<file path="src/cio_pkg.sv">
/*
 * Shared constants for the custom I/O conditioner: channel counts, register map,
 * field positions, reset values, tick timing, chopping durations and state types.
 * Assumes a 200 MHz system clock; all timing is counted in 100 us ticks.
 */
package cio_pkg;
    localparam int N_IN     = 8;
    localparam int N_OUT    = 8;
    localparam int N_VIN    = 16;
    localparam int N_VOUT   = 16;
    localparam int SEL_W    = 4;
    localparam int CNT_W    = 16;
    localparam int CLK_MHZ  = 200;
    localparam int TICK_US  = 100;
    localparam int MS_US    = 1000;
    localparam int TICK_CYCLES = CLK_MHZ * TICK_US;

    // Register byte addresses
    localparam logic [11:0] IN_CFG_BASE = 12'h000;
    localparam logic [11:0] OUT_BASE    = 12'h080;
    localparam logic [11:0] STATUS_OFS  = 12'h100;
    localparam logic [11:0] VSTAT_OFS   = 12'h104;
    // Word index inside one 16-byte output channel block
    localparam logic [1:0]  OW_CFG  = 2'h0;
    localparam logic [1:0]  OW_DLY  = 2'h1;
    localparam logic [1:0]  OW_HOLD = 2'h2;
    localparam logic [1:0]  OW_MAN  = 2'h3;

    // Field positions
    localparam int IN_INV_BIT  = 0;
    localparam int IN_TOG_BIT  = 1;
    localparam int IN_SEL_LSB  = 4;
    localparam int OUT_TOG_BIT = 0;
    localparam int ON_EN_BIT   = 1;
    localparam int OFF_EN_BIT  = 2;
    localparam int OUT_INV_BIT = 3;
    localparam int OUT_SEL_LSB = 4;
    localparam int CHOP_LSB    = 8;

    // Reset values
    localparam logic [7:0]  IN_CFG_RST  = 8'h00;
    localparam logic [15:0] OUT_CFG_RST = 16'h0000;
    localparam logic [31:0] WORD_RST    = 32'h0000_0000;

    // Chopping durations in ticks
    localparam logic [CNT_W-1:0] T_2MS  = CNT_W'(2 * MS_US / TICK_US);
    localparam logic [CNT_W-1:0] T_4MS  = CNT_W'(4 * MS_US / TICK_US);
    localparam logic [CNT_W-1:0] T_8MS  = CNT_W'(8 * MS_US / TICK_US);
    localparam logic [CNT_W-1:0] T_10MS = CNT_W'(10 * MS_US / TICK_US);
    localparam logic [CNT_W-1:0] T_22MS = CNT_W'(22 * MS_US / TICK_US);

    typedef enum logic [3:0] {
        CHOP_FULL = 4'h0, CHOP_8_4 = 4'h1, CHOP_4_2 = 4'h2, CHOP_4_4 = 4'h3,
        CHOP_2_2  = 4'h4, CHOP_2_4 = 4'h5, CHOP_2_10 = 4'h6, CHOP_2_22 = 4'h7,
        CHOP_MAN  = 4'h8
    } cio_chop_type;

    typedef enum logic [1:0] {
        CH_IDLE = 2'b00, CH_HOLD = 2'b01, CH_ON = 2'b11, CH_OFF = 2'b10
    } cio_chst_type;
endpackage

</file>
<file path="src/cio_out_chan.sv">
/*
 * One output conditioning chain: mode, ON delay, OFF delay, polarity, chopping.
 * Assumes a one-cycle tick_i every 100 us and stable configuration inputs.
 */
`timescale 1ns/1ps
module cio_out_chan
    import cio_pkg::*;
(
    input  wire logic             clk_i,
    input  wire logic             rst_i,
    input  wire logic             tick_i,
    input  wire logic             src_i,
    input  wire logic [15:0]      cfg_i,
    input  wire logic [31:0]      dly_i,
    input  wire logic [CNT_W-1:0] hold_i,
    input  wire logic [31:0]      man_i,
    output logic                  pin_o
);
    logic             prev_src, tog, on_q, off_q, pin, mode_q, pol_q;
    logic             next_prev_src, next_tog, next_on_q, next_off_q, next_pin;
    logic [CNT_W-1:0] on_cnt, off_cnt, ch_cnt, on_t, off_t;
    logic [CNT_W-1:0] next_on_cnt, next_off_cnt, next_ch_cnt;
    logic [3:0]       chop;
    cio_chst_type     ch_st, next_ch_st;

    assign pin_o = pin;
    assign chop  = cfg_i[CHOP_LSB +: 4];

    always_comb begin
        next_prev_src = src_i;
        next_tog = tog ^ (src_i & ~prev_src);
        mode_q = cfg_i[OUT_TOG_BIT] ? tog : src_i;
        next_on_cnt = on_cnt;
        next_on_q = on_q;
        if (!cfg_i[ON_EN_BIT] || !mode_q) begin
            next_on_q = cfg_i[ON_EN_BIT] ? 1'b0 : mode_q;
            next_on_cnt = '0;
        end else if (!on_q) begin
            if (on_cnt >= dly_i[15:0])
                next_on_q = 1'b1;
            else if (tick_i)
                next_on_cnt = on_cnt + 1'b1;
        end
        next_off_cnt = off_cnt;
        next_off_q = off_q;
        if (!cfg_i[OFF_EN_BIT] || on_q) begin
            next_off_q = on_q;
            next_off_cnt = '0;
        end else if (off_q) begin
            if (off_cnt >= dly_i[31:16])
                next_off_q = 1'b0;
            else if (tick_i)
                next_off_cnt = off_cnt + 1'b1;
        end
        pol_q = off_q ^ cfg_i[OUT_INV_BIT];
        case (chop)
            CHOP_8_4:  begin on_t = T_8MS; off_t = T_4MS;  end
            CHOP_4_2:  begin on_t = T_4MS; off_t = T_2MS;  end
            CHOP_4_4:  begin on_t = T_4MS; off_t = T_4MS;  end
            CHOP_2_2:  begin on_t = T_2MS; off_t = T_2MS;  end
            CHOP_2_4:  begin on_t = T_2MS; off_t = T_4MS;  end
            CHOP_2_10: begin on_t = T_2MS; off_t = T_10MS; end
            CHOP_2_22: begin on_t = T_2MS; off_t = T_22MS; end
            CHOP_MAN:  begin on_t = man_i[15:0]; off_t = man_i[31:16]; end
            default:   begin on_t = '0; off_t = '0; end
        endcase
        next_ch_st = ch_st;
        next_ch_cnt = tick_i ? ch_cnt + 1'b1 : ch_cnt;
        next_pin = 1'b1;
        if (chop == CHOP_FULL || chop > CHOP_MAN || !pol_q) begin
            next_ch_st = CH_IDLE;
            next_ch_cnt = '0;
            next_pin = pol_q;
        end else begin
            case (ch_st)
                CH_IDLE: begin
                    next_ch_st = CH_HOLD;
                    next_ch_cnt = '0;
                end
                CH_HOLD: if (ch_cnt >= hold_i) begin
                    next_ch_st = CH_ON;
                    next_ch_cnt = '0;
                end
                CH_ON: if (ch_cnt >= on_t) begin
                    next_ch_st = CH_OFF;
                    next_ch_cnt = '0;
                    next_pin = 1'b0;
                end
                CH_OFF: if (ch_cnt >= off_t) begin
                    next_ch_st = CH_ON;
                    next_ch_cnt = '0;
                end else begin
                    next_pin = 1'b0;
                end
                default: next_ch_st = CH_IDLE;
            endcase
        end
    end

    always_ff @(posedge clk_i) begin
        if (rst_i) begin
            prev_src <= 1'b0;
            tog      <= 1'b0;
            on_q     <= 1'b0;
            off_q    <= 1'b0;
            on_cnt   <= '0;
            off_cnt  <= '0;
            ch_cnt   <= '0;
            ch_st    <= CH_IDLE;
            pin      <= 1'b0;
        end else begin
            prev_src <= next_prev_src;
            tog      <= next_tog;
            on_q     <= next_on_q;
            off_q    <= next_off_q;
            on_cnt   <= next_on_cnt;
            off_cnt  <= next_off_cnt;
            ch_cnt   <= next_ch_cnt;
            ch_st    <= next_ch_st;
            pin      <= next_pin;
        end
    end
endmodule // cio_out_chan

</file>
<file path="src/cio_top.sv">
/*
 * Custom I/O conditioner top: Wishbone classic register slave, input polarity and
 * toggle stages, physical-to-virtual input routing, virtual-to-physical output
 * routing, the 100 us tick and one output chain per physical output.
 * Assumes all pins are synchronous to clk_i and a single-cycle classic master.
 */
// Local design decisions: the register offsets and register access over Wishbone.
//
// Summary of operation
// - Input path is polarity then mode, result stored in its physical slot.
// - Input polarity straight passes signal; invert passes its complement.
// - Input pass-through mode forwards the polarity result unchanged.
// - Input toggle mode flips its output on every rising edge, starting low.
// - Each physical slot drives one software-selected virtual function input.
// - Each physical output takes one software-selected virtual function output.
// - Output path is mode, ON delay, OFF delay, polarity, chopping, then pin.
// - Output mode passes through, or flips on every rising edge.
// - Enabled ON delay postpones each rise by count times 100 us.
// - Enabled OFF delay postpones each fall by count times 100 us.
// - Output polarity forwards straight or complemented OFF delay result.
// - Chopping holds solid high for a count, then pulses; full duty passes.
// - Duty choices: 8/4, 4/2, 4/4, 2/2, 2/4, 2/10, 2/22 ms, full, manual.
`timescale 1ns/1ps
module cio_top
    import cio_pkg::*;
#(
    parameter int TICK_CYCLES_P = TICK_CYCLES
) (
    input  wire logic              clk_i,
    input  wire logic              rst_i,
    input  wire logic              cyc_i,
    input  wire logic              stb_i,
    input  wire logic              we_i,
    input  wire logic [31:0]       adr_i,
    input  wire logic [3:0]        sel_i,
    input  wire logic [31:0]       dat_i,
    output logic      [31:0]       dat_o,
    output logic                   ack_o,
    input  wire logic [N_IN-1:0]   ext_in_i,
    output logic      [N_VIN-1:0]  virt_in_o,
    input  wire logic [N_VOUT-1:0] virt_out_i,
    output logic      [N_OUT-1:0]  pin_o
);
    localparam logic [CNT_W-1:0] TICK_LAST = CNT_W'(TICK_CYCLES_P - 1);

    logic [CNT_W-1:0] tick_cnt, next_tick_cnt;
    logic             tick;

    logic             ack, next_ack;
    logic [31:0]      rdat, next_rdat;
    logic             upper_ok, in_hit, out_hit, wr_go;
    logic [11:0]      adr;
    logic [2:0]       in_idx, out_idx;
    logic [1:0]       ow;
    logic [31:0]      wmask;

    logic [7:0]       in_cfg   [N_IN];
    logic [7:0]       next_in_cfg [N_IN];
    logic [15:0]      out_cfg  [N_OUT];
    logic [15:0]      next_out_cfg [N_OUT];
    logic [31:0]      out_dly  [N_OUT];
    logic [31:0]      next_out_dly [N_OUT];
    logic [CNT_W-1:0] out_hold [N_OUT];
    logic [CNT_W-1:0] next_out_hold [N_OUT];
    logic [31:0]      out_man  [N_OUT];
    logic [31:0]      next_out_man [N_OUT];

    logic [N_IN-1:0]  pol, pol_prev, next_pol_prev;
    logic [N_IN-1:0]  tog, next_tog, phys, next_phys;
    logic [N_VIN-1:0] vin, next_vin;
    logic [N_OUT-1:0] chan_src, chan_pin;

    assign dat_o     = rdat;
    assign ack_o     = ack;
    assign virt_in_o = vin;
    assign pin_o     = chan_pin;

    always_comb begin
        tick = (tick_cnt == TICK_LAST);
        next_tick_cnt = tick ? '0 : tick_cnt + 1'b1;
    end

    always_ff @(posedge clk_i) begin
        if (rst_i)
            tick_cnt <= '0;
        else
            tick_cnt <= next_tick_cnt;
    end

    // Address decode; anything outside the map reads zero and ignores writes
    always_comb begin
        adr      = adr_i[11:0];
        upper_ok = (adr_i[31:12] == 20'h00000);
        in_hit   = upper_ok && (adr[11:5] == IN_CFG_BASE[11:5]);
        out_hit  = upper_ok && (adr[11:7] == OUT_BASE[11:7]);
        in_idx   = adr[4:2];
        out_idx  = adr[6:4];
        ow       = adr[3:2];
        wmask    = {{8{sel_i[3]}}, {8{sel_i[2]}}, {8{sel_i[1]}}, {8{sel_i[0]}}};
        // Write lands on the edge where the master sees ack
        wr_go    = cyc_i && stb_i && we_i && ack;
    end

    // Bus answer and read data
    always_comb begin
        next_ack  = cyc_i && stb_i && !ack;
        next_rdat = WORD_RST;
        if (in_hit) begin
            next_rdat = {24'h000000, in_cfg[in_idx]};
        end else if (out_hit) begin
            case (ow)
                OW_CFG:  next_rdat = {16'h0000, out_cfg[out_idx]};
                OW_DLY:  next_rdat = out_dly[out_idx];
                OW_HOLD: next_rdat = {16'h0000, out_hold[out_idx]};
                OW_MAN:  next_rdat = out_man[out_idx];
                default: next_rdat = WORD_RST;
            endcase
        end else if (upper_ok && adr == STATUS_OFS) begin
            next_rdat = {16'h0000, chan_pin, phys};
        end else if (upper_ok && adr == VSTAT_OFS) begin
            next_rdat = {virt_out_i, vin};
        end
    end

    always_ff @(posedge clk_i) begin
        if (rst_i) begin
            ack  <= 1'b0;
            rdat <= WORD_RST;
        end else begin
            ack  <= next_ack;
            rdat <= next_rdat;
        end
    end

    // Configuration registers with byte enables
    always_comb begin
        for (int i = 0; i < N_IN; i++) begin
            next_in_cfg[i] = in_cfg[i];
            if (wr_go && in_hit && in_idx == 3'(i))
                next_in_cfg[i] = (in_cfg[i] & ~wmask[7:0]) | (dat_i[7:0] & wmask[7:0]);
        end
        for (int j = 0; j < N_OUT; j++) begin
            next_out_cfg[j]  = out_cfg[j];
            next_out_dly[j]  = out_dly[j];
            next_out_hold[j] = out_hold[j];
            next_out_man[j]  = out_man[j];
            if (wr_go && out_hit && out_idx == 3'(j)) begin
                case (ow)
                    OW_CFG:  next_out_cfg[j] = (out_cfg[j] & ~wmask[15:0])
                                             | (dat_i[15:0] & wmask[15:0]);
                    OW_DLY:  next_out_dly[j] = (out_dly[j] & ~wmask) | (dat_i & wmask);
                    OW_HOLD: next_out_hold[j] = (out_hold[j] & ~wmask[15:0])
                                              | (dat_i[15:0] & wmask[15:0]);
                    OW_MAN:  next_out_man[j] = (out_man[j] & ~wmask) | (dat_i & wmask);
                    default: next_out_man[j] = out_man[j];
                endcase
            end
        end
    end

    always_ff @(posedge clk_i) begin
        if (rst_i) begin
            for (int i = 0; i < N_IN; i++)
                in_cfg[i] <= IN_CFG_RST;
            for (int j = 0; j < N_OUT; j++) begin
                out_cfg[j]  <= OUT_CFG_RST;
                out_dly[j]  <= WORD_RST;
                out_hold[j] <= '0;
                out_man[j]  <= WORD_RST;
            end
        end else begin
            in_cfg   <= next_in_cfg;
            out_cfg  <= next_out_cfg;
            out_dly  <= next_out_dly;
            out_hold <= next_out_hold;
            out_man  <= next_out_man;
        end
    end

    // Input conditioning
    always_comb begin
        next_vin = '0;
        for (int i = 0; i < N_IN; i++) begin
            pol[i] = ext_in_i[i] ^ in_cfg[i][IN_INV_BIT];
            next_tog[i] = tog[i] ^ (pol[i] & ~pol_prev[i]);
            next_phys[i] = in_cfg[i][IN_TOG_BIT] ? next_tog[i] : pol[i];
            // slot drives its selected virtual input
            if (phys[i])
                next_vin[in_cfg[i][IN_SEL_LSB +: SEL_W]] = 1'b1;
        end
        next_pol_prev = pol;
    end

    always_ff @(posedge clk_i) begin
        if (rst_i) begin
            pol_prev <= '0;
            tog      <= '0;
            phys     <= '0;
            vin      <= '0;
        end else begin
            pol_prev <= next_pol_prev;
            tog      <= next_tog;
            phys     <= next_phys;
            vin      <= next_vin;
        end
    end

    always_comb begin
        for (int j = 0; j < N_OUT; j++)
            chan_src[j] = virt_out_i[out_cfg[j][OUT_SEL_LSB +: SEL_W]];
    end

    for (genvar g = 0; g < N_OUT; g++) begin : g_out
        cio_out_chan u_chan (
            .clk_i  (clk_i),
            .rst_i  (rst_i),
            .tick_i (tick),
            .src_i  (chan_src[g]),
            .cfg_i  (out_cfg[g]),
            .dly_i  (out_dly[g]),
            .hold_i (out_hold[g]),
            .man_i  (out_man[g]),
            .pin_o  (chan_pin[g])
        );
    end
endmodule // cio_top

</file>
<file path="config.mk">
export PLATFORM = sky130hd
export DESIGN_NAME = cio_top
export DESIGN_NICKNAME = d
export VERILOG_FILES = /design/src/cio_pkg.sv /design/src/cio_out_chan.sv /design/src/cio_top.sv
export SDC_FILE = /design/constraint.sdc
export NUM_CORES = 2
export LEC_CHECK = 0
export ABC_AREA = 0
export BUFFER_PORTS_ARGS = -buffer_cell sky130_fd_sc_hd__buf_2
export CORE_MARGIN = 4
export CORE_UTILIZATION = 24
export CTS_BUF_LIST = sky130_fd_sc_hd__clkbuf_2 sky130_fd_sc_hd__clkbuf_4 sky130_fd_sc_hd__clkbuf_8
export DETAILED_ROUTE_END_ITERATION = 12
export SYNTH_ARGS = -nofsm -noshare
export SYNTH_HDL_FRONTEND = slang
export SYNTH_SLANG_ARGS = --single-unit
</file>
<file path="constraint.sdc">
create_clock -name clk_i -period 4.15 [get_ports clk_i]
set_input_delay 0.415 -clock clk_i [delete_from_list [all_inputs] [get_ports clk_i]]
set_output_delay 0.415 -clock clk_i [all_outputs]
set_load 0.005 [all_outputs]
</file>
## After elaboration in Yosys (flattened, before gate mapping)

Index checks and enable logic that the tools add are counted.
W data, S select, Z words.

| operators by class | value |
|---|---|
| $add $sub $neg | 25 |
| $lt $le $gt $ge | 74 |
| equal/unequal tests | 133 |
| multiplexer cells | 252 |
| bitwise operators | 183 |
| reduce and logical (&&, ||, !) cells | 234 |

Operators with widths:

| cell | number |
|---|---|
| $pmux W16 S4 | 16 |
| $mux W16 | 44 |
| $ge A16 B16 Y1 | 40 |
| $pmux W16 S5 | 8 |
| $and A32 B32 Y32 | 17 |
| $or A32 B32 Y32 | 16 |
| $add A16 B1 Y16 const B | 25 |
| $or A16 B16 Y16 | 23 |
| $and A16 B16 Y16 | 17 |
| $mux W32 | 7 |
| $bmux W32 S3 | 2 |
| $eq A4 B3 Y1 const B | 32 |
| $pmux W32 S4 | 1 |
| $mux W1 | 112 |
| $bmux W16 S3 | 2 |
| $reduce_or A2 Y1 | 42 |
| $lt A4 B5 Y1 const B | 16 |
| $and A8 B8 Y8 | 9 |
| $reduce_and A3 Y1 | 24 |
| $eq A4 B2 Y1 const B | 16 |
| $or A8 B8 Y8 | 8 |
| $pmux W2 S4 | 8 |
| $reduce_and A2 Y1 | 32 |
| $mux W2 | 24 |
| other kinds (36) | 360 |

| storage, ports and cells | value |
|---|---|
| register bits | 1361 |
| bits of input ports | 97 |

## Longest topological paths before layout

| depth | value |
|---|---|
| word-level depth | 19 |
| gate-level depth with buffers | 15 |

## Cells and area by module

A second synthesis with hierarchy kept.

| unflattened totals | value |
|---|---|
| cell total of the unflattened synthesis | 9327 |
| area total of the unflattened synthesis | 79160.9 µm² |

By module, submodules not included:

| module | instances | cells an instance | area each (µm²) | sequential area each (µm²) |
|---|---|---|---|---|
| cio_top | 1 | 4616 | 41780.1 | 18437.7 |
| cio_out_chan (g_out[2].u_chan ...) | 6 | 587 | 4658.2 | 1101.1 |
| cio_out_chan (g_out[1].u_chan) | 1 | 599 | 4749.6 | 1101.1 |
| cio_out_chan (g_out[0].u_chan) | 1 | 590 | 4682.0 | 1101.1 |

## Least setup slack after synthesis

OpenSTA, ideal clock, no wires.

| path | value |
|---|---|
| kind | reg-to-reg |
| from | register (tool-made name) |
| to | register g_out[2].u_chan.ch_cnt[10] |
| library setup time | 0.065 ns |
| arrival | 3.482 ns |
| required time | 4.085 ns |
| setup slack | 0.603 ns |
| stages on the path, launching flop included | 14 |
| buffers on the path | 3 |
| clock period less this slack | 3.547 ns |
| cells stage by stage | dfxtp_1 > clkbuf_1 > nand2b_1 > nor3_1 > clkbuf_1 > nand2_1 > ha_1 > a2111oi_0 > o21ai_0 > o41ai_1 > nand3_1 > a31o_2 > clkbuf_1 > nor2_1 |

RTL lines:

| item | RTL line | source |
|---|---|---|
| end signal, assigned | cio_out_chan.sv:118 | `ch_cnt <= next_ch_cnt;` |
| end, declared | cio_out_chan.sv:21 | `logic [CNT_W-1:0] on_cnt, off_cnt, ch_cnt, on_t, off_t;` |

==> summary.txt <==
Floorplan
  – Initial Util: 24.1%
  – Core box area: 327000 µm²
  – I/O pins: 154
  – Die Ht: 582 µm
  – Die Area: 338000 µm²
  – FP Rows: 210
  – Die Wd: 582 µm

Run
  – Max-cap viol count: 0

STA
  – Max Slew Vio Count: 0
  – Final Hold Fails: 0
  – Clock Skew: 0.0865 ns
  – Post-layout min period: about 3.7 ns
  – Finish-stage setup viols: 0
  – Slew HR: roughly 15%
  – Slew @ Worst Pin: 1.27 ns
  – Worst hold slack: 0.0960 ns
  – Setup tns final: 0 ns
  – RSZ-0062 raised after global routing: no
  – F_max: 0.272 GHz
  – Final worst path period share: 88.6%

Logic synthesis
  – Avg Inst Size Synth: ~8.2 µm²
  – Register area share after synthesis: 34.5%
  – Fraction of post-synthesis cell area in the top cell type by area: 34.5%
  – Top area cells in the synthesized netlist: dfxtp_1, ha_1, nand2_1
  – Most area-hungry cell type in the Yosys netlist: dfxtp_1
  – Library cells used by synthesis: 79
  – Post-synth EDFFs: 0
  – Post-synthesis cell area: 78900 µm²
  – Primary FF master, synth: dfxtp_1
  – Post-Synth Simple-Gate Area: 23.1%
  – Synth Area in Adders: roughly a tenth
  – Syn Inst Count: 9621
  – Multiplexer share of the synthesized area: 10.1%
  – Synth Area in Compound Gates: 13.3%
  – Largest family of logic cells by synthesized area: simple AND/OR/NAND/NOR gates
  – Syn. warnings: 0
  – Post-Synth XOR/XNOR Area: 3.30%
  – Asr flop ratio synth: 0%
  – Synthesized Nets: 10400
  – Yosys reg bits: 1361

GRT
  – GRT Overall Usage: 17.0%
  – GRT Residual Overflow: 0
  – Initial antenna violation count: 43
  – Vias in the first global route: roughly 65000
  – Largest net degree at the start of global routing: ~120
  – First-pass GRT wire length: 440 mm

Worst setup path
  – Critical Path RT: 5.00 ns
  – Critical Path AT: approximately 4.5 ns
  – Crit path kind: reg -> reg
  – Crit Path Max Fanout: 28
  – Critical path endpoint category: register
  – Crit start category: register

Pwr
  – Worst vdd ir: 351 µV
  – PwrDens: 315 nW/µm²
  – Leak Pwr: 0.0307 µW

Drt
  – Post-route antenna net violation count: 0
  – First-pass DRT Iterations: 8
  – DRC violations left: 0
  – Via count: a little over 70000
  – Initial DRC Count: 8000
  – Routed vias/inst: just over 5
  – Wirelength per Cell: 21.2 µm
  – Total Wirelength: 301 mm

Worst hold path
  – Hold Path Class: in -> reg

Place
  – DP HPWL: 224 mm
  – GPL Wtd Cong: between 0.9 and 1
  – # port buffers: between 150 and 200

Layout
  – Share of layout cells above drive strength 1: 12.0%
  – Final Net Count: 10400
  – Area Overhead vs Synth: 14.4%
  – Layout Utilization: 27.6%
  – Fillers: 35100

Clock network
  – CTS Buffer Depth: 3
  – Clock slew at reported path FFs: around 0.070 ns
  – Worst skew pair latency: a little over 1 ns
  – CTS Buf Count: 233
  – Root buf cell: clkbuf_8
  – CTS H-Tree Depth: 4
  – CTS tree: built
  – Clock Sink Count: roughly 1400

Outcome
  – Status: completed
## cell usage after synthesis, types with 57 or more instances
library cell and count:
nor4_1 85, nand2b_1 62, nor3_1 120, and3_1 73, a21o_1 74, o21ai_0 228
nor2b_1 57, a21oi_1 1088, xor2_1 115, ha_1 665, dfxtp_1 1361, or3_1 176
nor2_1 673, clkbuf_1 463, mux4_2 283, nand4_1 137, nor3_2 84, xnor2_1 182
inv_1 474, nand2_1 2105, nand3_1 200, mux2i_1 135
## worst paths after layout
| kind | slack (ns) | from | cells after the start | endpoint |
|---|---|---|---|---|
| min | 0.1 | adr_i[3] | 4 | dat_o[7]$_SDFF_PP0_ |
| max | 0.47 | register | 12 | g_out[1].u_chan.ch_cnt[0]$_SDFF_PP0_ |
| min reg2reg | 0.45 | ack_o$_SDFF_PP0_ | 1 | ack_o$_SDFF_PP0_ |
| max reg2reg | 0.47 | register | 12 | g_out[1].u_chan.ch_cnt[0]$_SDFF_PP0_ |
## timing repair
item | CTS | global route
hold buffers | 50 | 0
buffers inserted | 0 | 0
setup endpoints to repair | 0 | 10
hold endpoints to repair | 433 | 0
gates resized for setup | 0 | 2
## layer usage
layer,wire [µm],vias to the layer above,global-route usage (%)
met1,124000,34300,22.6
met3,32900,724,4.50
li1,-,33700,-
met4,19400,14,9.62
met5,255,-,0.397
met2,124000,3415,24.9
## layout make-up
cell class                      instances  area (µm²)  share of cell area (%)
Antenna cell                           15        37.5                  0.0416
Clock buffer                          363        4630                    5.13
Clock inverter                         70         798                   0.884
Inverter                              474        1780                    1.97
Multi-Input combinational cell       7206       47700                    52.9
Sequential cell                      1361       27200                    30.2
Tap cell                             4346        5440                    6.02
Timing Repair Buffer                  355        2640                    2.92
## per-stage QoR
stage	worst slack (ns)	power, µW	std cells	area, µm²
after detailed placement	0.464	14500	13700	84300
after global routing	0.0790	29100	14200	90300
after global placement	0.432	14500	13700	84300
final	0.472	28400	14200	90300
after CTS	0.427	28500	14200	90300
after floorplan	0.603	14000	9621	78900
## cell usage in the layout, fill, tap and decap left out, types with 50 or more instances in the layout
master         netlist  routed
a211oi_1            52      52
a21o_1              74      74
a21oi_1           1088    1088
and3_1              73      73
buf_2               54     146
buf_4               14     141
clkbuf_4             0      58
clkbuf_8             0     305
dfxtp_1           1361    1361
dlygate4sd3_1        0      50
ha_1               665     665
inv_1              474     474
mux2i_1            135     135
mux4_2             283     283
nand2_1           2105    2103
nand2b_1            62      59
nand3_1            200     200
nand4_1            137     137
nor2_1             673     673
nor2b_1             57      56
nor3_1             120     110
nor3_2              84      93
nor4_1              85      83
o21ai_0            228     228
or3_1              176     176
or4_1               53      53
xnor2_1            182     182
xor2_1             115     115
## cells by family after synthesis
group                      Yosys count
muxes                              439
adders and majority gates          665
DFF                               1361
xor gates and xnor gates           297
and+or+nand+nor                   3992
buffers and inverters             1054
AOI/OAI and AO/OA                 1813
## where the power goes
group          switching (µW)  internal [µW]
logic                     852            314
registers                57.8          13100
clock network            6140           7940
total                    7050          21400
## critical path: stages, from the launching register on
cell	delay [ns]
dfxtp_1	0.59
nand2b_1	0.15
nor3_2	0.12
buf_4	0.30
nand2_1	0.11
ha_1	0.29
a2111oi_0	0.70
o211ai_1	0.17
a21oi_1	0.18
o21ai_0	0.12
o311ai_0	0.13
nand2_1	0.41
a21oi_1	0.25
Note: power is estimated with default switching activity, not from simulation.
